==> src/pkg/amss_defines.svh <==
// Constants of the asynchronous memory strobe sequencer
`ifndef AMSS_DEFINES_SVH
`define AMSS_DEFINES_SVH

`define AMSS_CLK_PERIOD_NS  10
`define AMSS_SETUP_W        4
`define AMSS_STROBE_W       6
`define AMSS_HOLD_W         3
`define AMSS_ADDR_W         24
`define AMSS_DATA_W         16
`define AMSS_LANES          2
`define AMSS_STALL_W        8
`define AMSS_PHASE_EXTRA    1
`define AMSS_FIXED_PHASES   3
`define AMSS_RELEASE_MAX    4
`define AMSS_SYNC_STAGES    2
`define AMSS_HELPER_W       16
`define AMSS_RST_STROBE_B   1'b1
`define AMSS_RST_DIR_READ   1'b1

`endif

==> src/pkg/amss_pkg.sv <==
// Types of the asynchronous memory strobe sequencer
package amss_pkg;

  typedef enum logic [4:0] {
    AMSS_IDLE   = 5'h01,
    AMSS_SETUP  = 5'h02,
    AMSS_STROBE = 5'h04,
    AMSS_STALL  = 5'h08,
    AMSS_HOLD   = 5'h10
  } amss_state_t;

endpackage : amss_pkg

==> src/pkg/amss_stall_if.sv <==
// Link between the sequencer and its stall synchroniser and counter
`timescale 1ns/100ps
interface amss_stall_if #(parameter int STALL_W = 8);
  logic               stall_sync;
  logic               count_clr;
  logic               count_en;
  logic [STALL_W-1:0] stall_count;

  modport sync_end (input count_clr, input count_en, output stall_sync, output stall_count);
  modport seq_end  (output count_clr, output count_en, input stall_sync, input stall_count);
endinterface : amss_stall_if

==> src/hdl/amss_stall_sync.sv <==
// Stall pin synchroniser and stall cycle counter
`timescale 1ns/100ps
`include "amss_defines.svh"
module amss_stall_sync #(
  parameter int STALL_W = `AMSS_STALL_W
) (
  input  wire logic     clock,
  input  wire logic     rst_b,
  input  wire logic     memory_stall_pin,
  amss_stall_if.sync_end stall_port
);

  logic               meta_r;
  logic               sync_r;
  logic [STALL_W-1:0] count_r;
  logic [STALL_W-1:0] count_nxt;

  // Saturate rather than wrap so a stuck stall pin never reports a short stretch
  always_comb begin
    count_nxt = count_r;
    if (stall_port.count_clr) begin
      count_nxt = '0;
    end else if (stall_port.count_en && (count_r != {STALL_W{1'b1}})) begin
      count_nxt = count_r + STALL_W'(1);
    end
  end

  always_ff @(posedge clock or negedge rst_b) begin
    if (!rst_b) begin
      meta_r  <= 1'b0;
      sync_r  <= 1'b0;
      count_r <= '0;
    end else begin
      meta_r  <= memory_stall_pin;
      sync_r  <= meta_r;
      count_r <= count_nxt;
    end
  end

  assign stall_port.stall_sync  = sync_r;
  assign stall_port.stall_count = count_r;

  a_sync_two_stage: assert property (
    @(posedge clock) disable iff (!rst_b)
    ##2 (sync_r == $past(memory_stall_pin, 2))
  ) else $error("stall synchroniser latency is not two cycles");

endmodule : amss_stall_sync

==> src/hdl/amss_sequencer.sv <==
// Asynchronous memory strobe sequencer: setup, strobe, stall and hold phases
`timescale 1ns/100ps
`include "amss_defines.svh"
module amss_sequencer import amss_pkg::*; #(
  parameter int SETUP_W  = `AMSS_SETUP_W,
  parameter int STROBE_W = `AMSS_STROBE_W,
  parameter int HOLD_W   = `AMSS_HOLD_W,
  parameter int ADDR_W   = `AMSS_ADDR_W,
  parameter int DATA_W   = `AMSS_DATA_W,
  parameter int LANES    = `AMSS_LANES,
  parameter int STALL_W  = `AMSS_STALL_W
) (
  input  wire logic                clock,
  input  wire logic                rst_b,
  input  wire logic                req_valid,
  input  wire logic                req_write,
  input  wire logic [ADDR_W-1:0]   req_addr,
  input  wire logic [LANES-1:0]    req_lanes,
  input  wire logic [DATA_W-1:0]   req_wdata,
  output logic                     req_ready,
  output logic [DATA_W-1:0]        rd_data,
  output logic                     rd_valid,
  output logic [STALL_W-1:0]       stall_cycles,
  input  wire logic [SETUP_W-1:0]  read_setup_cycles,
  input  wire logic [STROBE_W-1:0] read_strobe_cycles,
  input  wire logic [HOLD_W-1:0]   read_hold_cycles,
  input  wire logic [SETUP_W-1:0]  write_setup_cycles,
  input  wire logic [STROBE_W-1:0] write_strobe_cycles,
  input  wire logic [HOLD_W-1:0]   write_hold_cycles,
  input  wire logic                extended_stall_mode,
  input  wire logic                select_strobe_mode,
  input  wire logic                memory_stall_pin,
  output logic                     mem_cs_b,
  output logic                     mem_oe_b,
  output logic                     mem_we_b,
  output logic [LANES-1:0]         byte_lane_enables_b,
  output logic                     read_not_write_dir,
  output logic [ADDR_W-1:0]        mem_addr,
  output logic [DATA_W-1:0]        mem_dout,
  output logic                     mem_dout_oe,
  input  wire logic [DATA_W-1:0]   mem_din
);
  localparam int CNT_W = STROBE_W;
  if (STROBE_W < SETUP_W || STROBE_W < HOLD_W || STALL_W < 1 || DATA_W != 8 * LANES) begin : g_chk
    $error("amss_sequencer: unsupported parameter combination");
  end
  ////////////////////////////////////////////////////////////////////////////////
  amss_stall_if #(.STALL_W(STALL_W)) stall_bus ();
  amss_stall_sync #(.STALL_W(STALL_W)) u_stall (
    .clock            (clock),
    .rst_b            (rst_b),
    .memory_stall_pin (memory_stall_pin),
    .stall_port       (stall_bus.sync_end)
  );
  ////////////////////////////////////////////////////////////////////////////////
  amss_state_t        state_r,  state_nxt;
  logic [CNT_W-1:0]   cnt_r,    cnt_nxt;
  logic [SETUP_W-1:0] setup_r,  setup_nxt;
  logic [STROBE_W-1:0] strobe_r, strobe_nxt;
  logic [HOLD_W-1:0]  hold_r,   hold_nxt;
  logic               wr_r,     wr_nxt;
  logic               ew_r,     ew_nxt;
  logic               ss_r,     ss_nxt;
  logic [ADDR_W-1:0]  addr_r,   addr_nxt;
  logic [LANES-1:0]   lanes_r,  lanes_nxt;
  logic [DATA_W-1:0]  wdata_r,  wdata_nxt;
  logic [DATA_W-1:0]  rdata_r,  rdata_nxt;
  logic               rvalid_r, rvalid_nxt;
  logic               ready_r,  ready_nxt;
  logic               cs_b_r,   cs_b_nxt;
  logic               oe_b_r,   oe_b_nxt;
  logic               we_b_r,   we_b_nxt;
  logic               dir_r,    dir_nxt;
  logic               doe_r,    doe_nxt;
  logic               in_strobe;
  // Fields are captured once so software may retune them mid access safely
  always_comb begin
    state_nxt  = state_r;
    cnt_nxt    = cnt_r;
    setup_nxt  = setup_r;
    strobe_nxt = strobe_r;
    hold_nxt   = hold_r;
    wr_nxt     = wr_r;
    ew_nxt     = ew_r;
    ss_nxt     = ss_r;
    addr_nxt   = addr_r;
    lanes_nxt  = (state_r == AMSS_HOLD && cnt_r == '0) ? {LANES{1'b1}} : lanes_r;
    wdata_nxt  = wdata_r;
    rdata_nxt  = rdata_r;
    rvalid_nxt = 1'b0;
    case (state_r)
      AMSS_IDLE: begin
        if (req_valid && ready_r) begin
          wr_nxt     = req_write;
          setup_nxt  = req_write ? write_setup_cycles  : read_setup_cycles;
          strobe_nxt = req_write ? write_strobe_cycles : read_strobe_cycles;
          hold_nxt   = req_write ? write_hold_cycles   : read_hold_cycles;
          ew_nxt     = extended_stall_mode;
          ss_nxt     = select_strobe_mode;
          addr_nxt   = req_addr;
          lanes_nxt  = ~req_lanes;
          wdata_nxt  = req_wdata;
          cnt_nxt    = CNT_W'(setup_nxt);
          state_nxt  = AMSS_SETUP;
        end
      end
      AMSS_SETUP: begin
        if (cnt_r == '0) begin
          cnt_nxt   = CNT_W'(strobe_r);
          state_nxt = AMSS_STROBE;
        end else begin
          cnt_nxt = cnt_r - CNT_W'(1);
        end
      end
      AMSS_STROBE: begin
        if (cnt_r != '0) begin
          cnt_nxt = cnt_r - CNT_W'(1);
        end else if (ew_r && stall_bus.stall_sync) begin
          state_nxt = AMSS_STALL;
        end else begin
          cnt_nxt   = CNT_W'(hold_r);
          state_nxt = AMSS_HOLD;
        end
      end
      AMSS_STALL: begin
        if (!stall_bus.stall_sync) begin
          cnt_nxt   = CNT_W'(hold_r);
          state_nxt = AMSS_HOLD;
        end
      end
      AMSS_HOLD: begin
        if (cnt_r == '0) begin
          state_nxt = AMSS_IDLE;
        end else begin
          cnt_nxt = cnt_r - CNT_W'(1);
        end
      end
      default: begin
        state_nxt = AMSS_IDLE;
      end
    endcase
    if (!wr_r && (state_r == AMSS_STROBE || state_r == AMSS_STALL) && state_nxt == AMSS_HOLD) begin
      rdata_nxt  = mem_din;
      rvalid_nxt = 1'b1;
    end
    // Pins follow the next state so every output leaves a flip-flop aligned with state_r
    in_strobe = (state_nxt == AMSS_STROBE) || (state_nxt == AMSS_STALL);
    ready_nxt = (state_nxt == AMSS_IDLE);
    cs_b_nxt  = (state_nxt == AMSS_IDLE);
    oe_b_nxt  = !(in_strobe && !wr_nxt);
    we_b_nxt  = !(in_strobe && wr_nxt);
    dir_nxt   = !(wr_nxt && !cs_b_nxt);
    doe_nxt   = wr_nxt && !cs_b_nxt;
  end
  assign stall_bus.count_clr = (state_r == AMSS_IDLE);
  assign stall_bus.count_en  = (state_r == AMSS_STALL);
  always_ff @(posedge clock or negedge rst_b) begin
    if (!rst_b) begin
      state_r  <= AMSS_IDLE;
      cnt_r    <= '0;
      setup_r  <= '0;
      strobe_r <= '0;
      hold_r   <= '0;
      wr_r     <= 1'b0;
      ew_r     <= 1'b0;
      ss_r     <= 1'b0;
      addr_r   <= '0;
      lanes_r  <= {LANES{1'b1}};
      wdata_r  <= '0;
      rdata_r  <= '0;
      rvalid_r <= 1'b0;
      ready_r  <= 1'b0;
      cs_b_r   <= `AMSS_RST_STROBE_B;
      oe_b_r   <= `AMSS_RST_STROBE_B;
      we_b_r   <= `AMSS_RST_STROBE_B;
      dir_r    <= `AMSS_RST_DIR_READ;
      doe_r    <= 1'b0;
    end else begin
      state_r  <= state_nxt;
      cnt_r    <= cnt_nxt;
      setup_r  <= setup_nxt;
      strobe_r <= strobe_nxt;
      hold_r   <= hold_nxt;
      wr_r     <= wr_nxt;
      ew_r     <= ew_nxt;
      ss_r     <= ss_nxt;
      addr_r   <= addr_nxt;
      lanes_r  <= lanes_nxt;
      wdata_r  <= wdata_nxt;
      rdata_r  <= rdata_nxt;
      rvalid_r <= rvalid_nxt;
      ready_r  <= ready_nxt;
      cs_b_r   <= cs_b_nxt;
      oe_b_r   <= oe_b_nxt;
      we_b_r   <= we_b_nxt;
      dir_r    <= dir_nxt;
      doe_r    <= doe_nxt;
    end
  end
  assign req_ready           = ready_r;
  assign rd_data             = rdata_r;
  assign rd_valid            = rvalid_r;
  assign stall_cycles        = stall_bus.stall_count;
  assign mem_cs_b            = cs_b_r;
  assign mem_oe_b            = oe_b_r;
  assign mem_we_b            = we_b_r;
  assign byte_lane_enables_b = lanes_r;
  assign read_not_write_dir  = dir_r;
  assign mem_addr            = addr_r;
  assign mem_dout            = wdata_r;
  assign mem_dout_oe         = doe_r;
  ////////////////////////////////////////////////////////////////////////////////
  // Helper counters for the checks below only
  logic [`AMSS_HELPER_W-1:0] cs_len_r,   cs_len_nxt;
  logic [`AMSS_HELPER_W-1:0] str_len_r,  str_len_nxt;
  logic [`AMSS_HELPER_W-1:0] hold_len_r, hold_len_nxt;
  logic                      seen_r,     seen_nxt;
  always_comb begin
    cs_len_nxt   = cs_b_r ? '0 : cs_len_r + `AMSS_HELPER_W'(1);
    str_len_nxt  = (oe_b_r && we_b_r) ? '0 : str_len_r + `AMSS_HELPER_W'(1);
    seen_nxt     = !cs_b_r && (seen_r || !oe_b_r || !we_b_r);
    hold_len_nxt = (!cs_b_r && oe_b_r && we_b_r && seen_r) ? hold_len_r + `AMSS_HELPER_W'(1)
                                                           : '0;
  end
  always_ff @(posedge clock or negedge rst_b) begin
    if (!rst_b) begin
      cs_len_r   <= '0;
      str_len_r  <= '0;
      hold_len_r <= '0;
      seen_r     <= 1'b0;
    end else begin
      cs_len_r   <= cs_len_nxt;
      str_len_r  <= str_len_nxt;
      hold_len_r <= hold_len_nxt;
      seen_r     <= seen_nxt;
    end
  end
  a_read_setup_lead: assert property (
    @(posedge clock) disable iff (!rst_b)
    $fell(oe_b_r) |-> (cs_len_r == `AMSS_HELPER_W'(setup_r) + `AMSS_HELPER_W'(1)) && !wr_r
  ) else $error("read setup from select to output enable is wrong");
  a_write_setup_lead: assert property (
    @(posedge clock) disable iff (!rst_b)
    $fell(we_b_r) |-> (cs_len_r == `AMSS_HELPER_W'(setup_r) + `AMSS_HELPER_W'(1))
                      && !dir_r && doe_r
  ) else $error("write setup from select to write strobe is wrong");
  a_oe_low_len: assert property (
    @(posedge clock) disable iff (!rst_b)
    $rose(oe_b_r) |-> (str_len_r == `AMSS_HELPER_W'(strobe_r) + `AMSS_HELPER_W'(1)
                       + `AMSS_HELPER_W'(stall_cycles))
  ) else $error("output enable low time is wrong");
  a_we_low_len: assert property (
    @(posedge clock) disable iff (!rst_b)
    $rose(we_b_r) |-> (str_len_r >= `AMSS_HELPER_W'(strobe_r) + `AMSS_HELPER_W'(1))
  ) else $error("write strobe low time too short");
  a_hold_tail_len: assert property (
    @(posedge clock) disable iff (!rst_b)
    $rose(cs_b_r) |-> (hold_len_r == `AMSS_HELPER_W'(hold_r) + `AMSS_HELPER_W'(1))
  ) else $error("hold from strobe end to select release is wrong");
  a_access_cycle_len: assert property (
    @(posedge clock) disable iff (!rst_b)
    $rose(cs_b_r) |-> (cs_len_r == `AMSS_HELPER_W'(setup_r) + `AMSS_HELPER_W'(strobe_r)
                       + `AMSS_HELPER_W'(hold_r) + `AMSS_HELPER_W'(stall_cycles)
                       + `AMSS_HELPER_W'(`AMSS_FIXED_PHASES))
  ) else $error("access cycle length is wrong");
  a_stall_release: assert property (
    @(posedge clock) disable iff (!rst_b)
    (state_r == AMSS_STALL && !memory_stall_pin) ##1 !memory_stall_pin
      |-> ##[0:3] (oe_b_r && we_b_r)
  ) else $error("strobe not released within four clocks of stall end");
  a_stall_only_enabled: assert property (
    @(posedge clock) disable iff (!rst_b)
    (state_r == AMSS_STALL) |-> ew_r && $past(stall_bus.stall_sync)
  ) else $error("strobe stretched without stall mode or stall");
  a_cfg_held: assert property (
    @(posedge clock) disable iff (!rst_b)
    (!cs_b_r && !$past(cs_b_r)) |-> $stable(setup_r) && $stable(strobe_r) && $stable(hold_r)
      && $stable(ew_r) && $stable(wr_r) && $stable(addr_r) && $stable(ss_r)
  ) else $error("captured configuration changed during an access");
endmodule : amss_sequencer

==> config.mk <==
export PLATFORM = sky130hd
export DESIGN_NAME = amss_sequencer
export DESIGN_NICKNAME = d
export VERILOG_FILES = /design/src/pkg/amss_pkg.sv /design/src/pkg/amss_stall_if.sv /design/src/hdl/amss_stall_sync.sv /design/src/hdl/amss_sequencer.sv
export VERILOG_INCLUDE_DIRS = /design/src /design/src/pkg
export SDC_FILE = /design/constraint.sdc
export NUM_CORES = 1
export LEC_CHECK = 0
export BUFFER_PORTS_ARGS = -buffer_cell sky130_fd_sc_hd__buf_4
export CORE_MARGIN = 2
export CORE_UTILIZATION = 40
export CTS_CLUSTER_DIAMETER = 40
export DETAILED_ROUTE_END_ITERATION = 8
export HOLD_SLACK_MARGIN = 0.02
export PLACE_DENSITY = 0.66
export SLEW_MARGIN = 20
export SYNTH_ARGS = -nofsm -noshare
export SYNTH_HDL_FRONTEND = slang
export SYNTH_SLANG_ARGS = --single-unit
==> constraint.sdc <==
create_clock -name clock -period 7.6 [get_ports clock]
set_input_delay 1.52 -clock clock [delete_from_list [all_inputs] [get_ports clock]]
set_output_delay 1.52 -clock clock [all_outputs]
set_load 0.05 [all_outputs]
==> qor.yml <==
outcome: "finished clean"
synth_area_leader_cell: "dfrtp_1"
num_rows: 37
fin_tns_setup_ns: 0
synthTopCellsByCount: "dfrtp_1, mux2_2, nor2_1"
slowest_stage: "nor2_4"
cts_resized: 0
fmax_mhz: 319
grtUsageMet1_pct: 21.5
cts_tree: "yes"
finClkSkew_ns: 0.0192
ys_warn_count: 0
timing_hold_violations_final: 0
path_cells: "buf_4, nand4b_1, nor2_4, buf_4, nor2_1, a21oi_1, inv_1, nand3_1, inv_1"
power_density_nw_per_um2: 406
yosysMostFrequentCell: "dfrtp_1"
grt_pass1_wl_mm: 16.0
ant_nets: 0
yosys_most_used_dff: "dfrtp_1"
critPathMaxStageDelay_ns: 0.56
gp_congestion: 0.889
insertion_delay_ns: 0.36
ys_seq_area_share_pct: 56.7
crit_family: "simple AND/OR/NAND/NOR gates"
dieArea_um2: 11600
path_clk_slew_ns: 0.10
wire_per_inst_um: 15.6
grt_max_degree: 79
grt_use_met3_pct: 4.78
num-nets-final: 589
area_delta_synth_final_pct: 36.0
grt.total_usage_pct: 17.5
htree_levels: 3
drive_above_1_share_pct: 51.6
die_w_um: 108
ios: 164
overflow: 0
hold_path_class: "flip-flop to flip-flop"
cts_buffers: 9
finalCriticalPeriod_ns: 3.13
setup_slack_ns: 4.47
post_cts_buffers: 0
finalMaxSlewViolations: 0
syn_inst: 341
wl_mm: 9.93
die_h_um: 108
finalCritPeriodShare_pct: 41.2
start_kind: "input port"
crit_type: "input port to flip-flop"
synth_area_per_cell_um2: 12.6
dp_slack_ns: 4.06
synth_seq_cells: 97
via_count: 3212
cp-end-kind: "flip-flop"
core_area_um2: 10400
use_met2_pct: 29.6
synth_cell_type_count: 50
worst_slew_pin_slew_ns: 0.892
cp_num_buf_inv: 4
required_ns: 7.85
first_pass_iters: 4
clockBufferDepth: 2
synth_area_um2: 4300
dp_hpwl_mm: 7.26
max-vdd-ir-drop_v: 0.000268
syn_nets: 435
initial_core_util_pct: 41.5
relSlewSlack_pct: 40.4
p_leak_nw: 2.75
io_buffers: 162
cp_max_fo: 37
rsz0062_at_grt: "no"
grt_pass1_vias: 3312
clkSinkCount: 97
postCtsHoldBufs: 0
setup_viol: 0
grt.busiest_layer: "met2"
viasPerCell: 5.05
worstPathArrival_ns: 3.38
antenna_cells: 0
cts_root_buf: "clkbuf_8"
drc: 0
synthTopCellsByArea: "dfrtp_1, mux2_2, dfstp_2, mux2_4, mux2i_1"
netlist.area_leader.share_pct: 52.4
antenna_found_initial: 0
drt-initial-drc-count: 166
async_flop_share_pct: 100
synth-edff-count: 0
maxCapViolations: 0
## final timing paths
kind	from	depth (start not counted)	slack (ns)	to
worst max-delay path	req_valid	9	4.47	mem_dout_oe
worst min-delay path	u_stall.meta_r	0	0.37	u_stall.stall_port.stall_sync
worst max register to register	cnt_r[0]	7	4.67	rd_data[0]
worst min register to register	u_stall.meta_r	0	0.37	u_stall.stall_port.stall_sync
max in group asynchronous	rst_b	2	5.59	mem_addr[8]
min in group asynchronous	rst_b	1	1.02	mem_addr[17]
## stage by stage
| step | std cells | hold slack, ns | util, % | total power (W) | area [µm²] |
|---|---|---|---|---|---|
| after floorplan | 341 | 0.331 | - | 0.00166 | 4300 |
| after detailed placement | 620 | 0.340 | 54.1 | 0.00201 | 5610 |
| after global placement | 620 | 0.334 | 54.1 | 0.00199 | 5610 |
| after CTS | 636 | 0.366 | 56.3 | 0.00240 | 5840 |
| final | 636 | 0.370 | 56.4 | 0.00237 | 5850 |
| after global routing | 636 | 0.380 | 56.4 | 0.00250 | 5850 |
## kinds of logic (layout without fill, tap and decap cells)
kind of cell	Yosys count	after routing	synth area share (%)
compound gates	51	51	9.05
xor+xnor	7	7	1.43
fa+ha+maj	3	3	0.873
buf+inv	31	190	3.11
flops	97	97	56.7
mux	70	70	18.8
simple gates	82	82	10.1
## flip-flops by register name, summed over array words and instances (netlist names)
signal,cells
mem_addr,24
mem_dout,16
rd_data,16
u_stall.stall_port.stall_count,8
cnt_r,6
strobe_r,6
state_r,5
hold_r,3
byte_lane_enables_b,2
ew_r,1
mem_cs_b,1
mem_dout_oe,1
mem_oe_b,1
mem_we_b,1
rd_valid,1
read_not_write_dir,1
req_ready,1
u_stall.meta_r,1
u_stall.stall_port.stall_sync,1
wr_r,1
## routing by layer
metal	wire, µm	vias to the layer above	part of all wire [%]
li1	-	1540	-
met1	3980	1571	40
met2	5180	93	52
met3	645	8	6.5
met4	125	0	1.3
met5	0	-	0
## area by class of cell
class                   count  area (µm²)
fillers                   932        4520
flip-flops and latches     97        2440
multi-input cells         213        1740
repair buffers            164        1230
well taps                 136         170
clock buffers              10         128
clock inverters             6        96.3
inverters                  10        37.5
## cells in the final DEF, fill, tap and decap left out, drive strengths merged, types with 2 or more instances in the layout
master and count:
o2111ai 5, a32o 2, mux2 59, nor3b 2
xor2 3, or4b 3, a22oi 2, nand4 3
or2 2, nor3 2, a22o 2, dfstp 7
o31ai 2, nand3 7, or3 4, nor2 26
and3 5, nor4b 2, nand4b 4, a21oi 14
ha 3, inv 13, o21ai 11, mux2i 11
xnor2 4, bufinv 2, buf 164, dfrtp 90
clkbuf 10, nand2 17, o22ai 3
## power breakdown
| group | internal [W] | total, W | switching [W] |
|---|---|---|---|
| registers | 0.000704 | 0.000817 | 0.000112 |
| logic | 0.000424 | 0.00118 | 0.000751 |
| clock network | 0.000190 | 0.000379 | 0.000189 |
## worst register-to-register path, cell delays in order (launching register included)
cell and delay, ns:
dfrtp_1 0.40, inv_1 0.12, ha_1 0.16, or4b_1 0.57, or4_4 0.57, o32ai_2 0.21, o221ai_4 0.36, mux2_4 0.40
No activity file was read; power rests on OpenSTA's default activity.
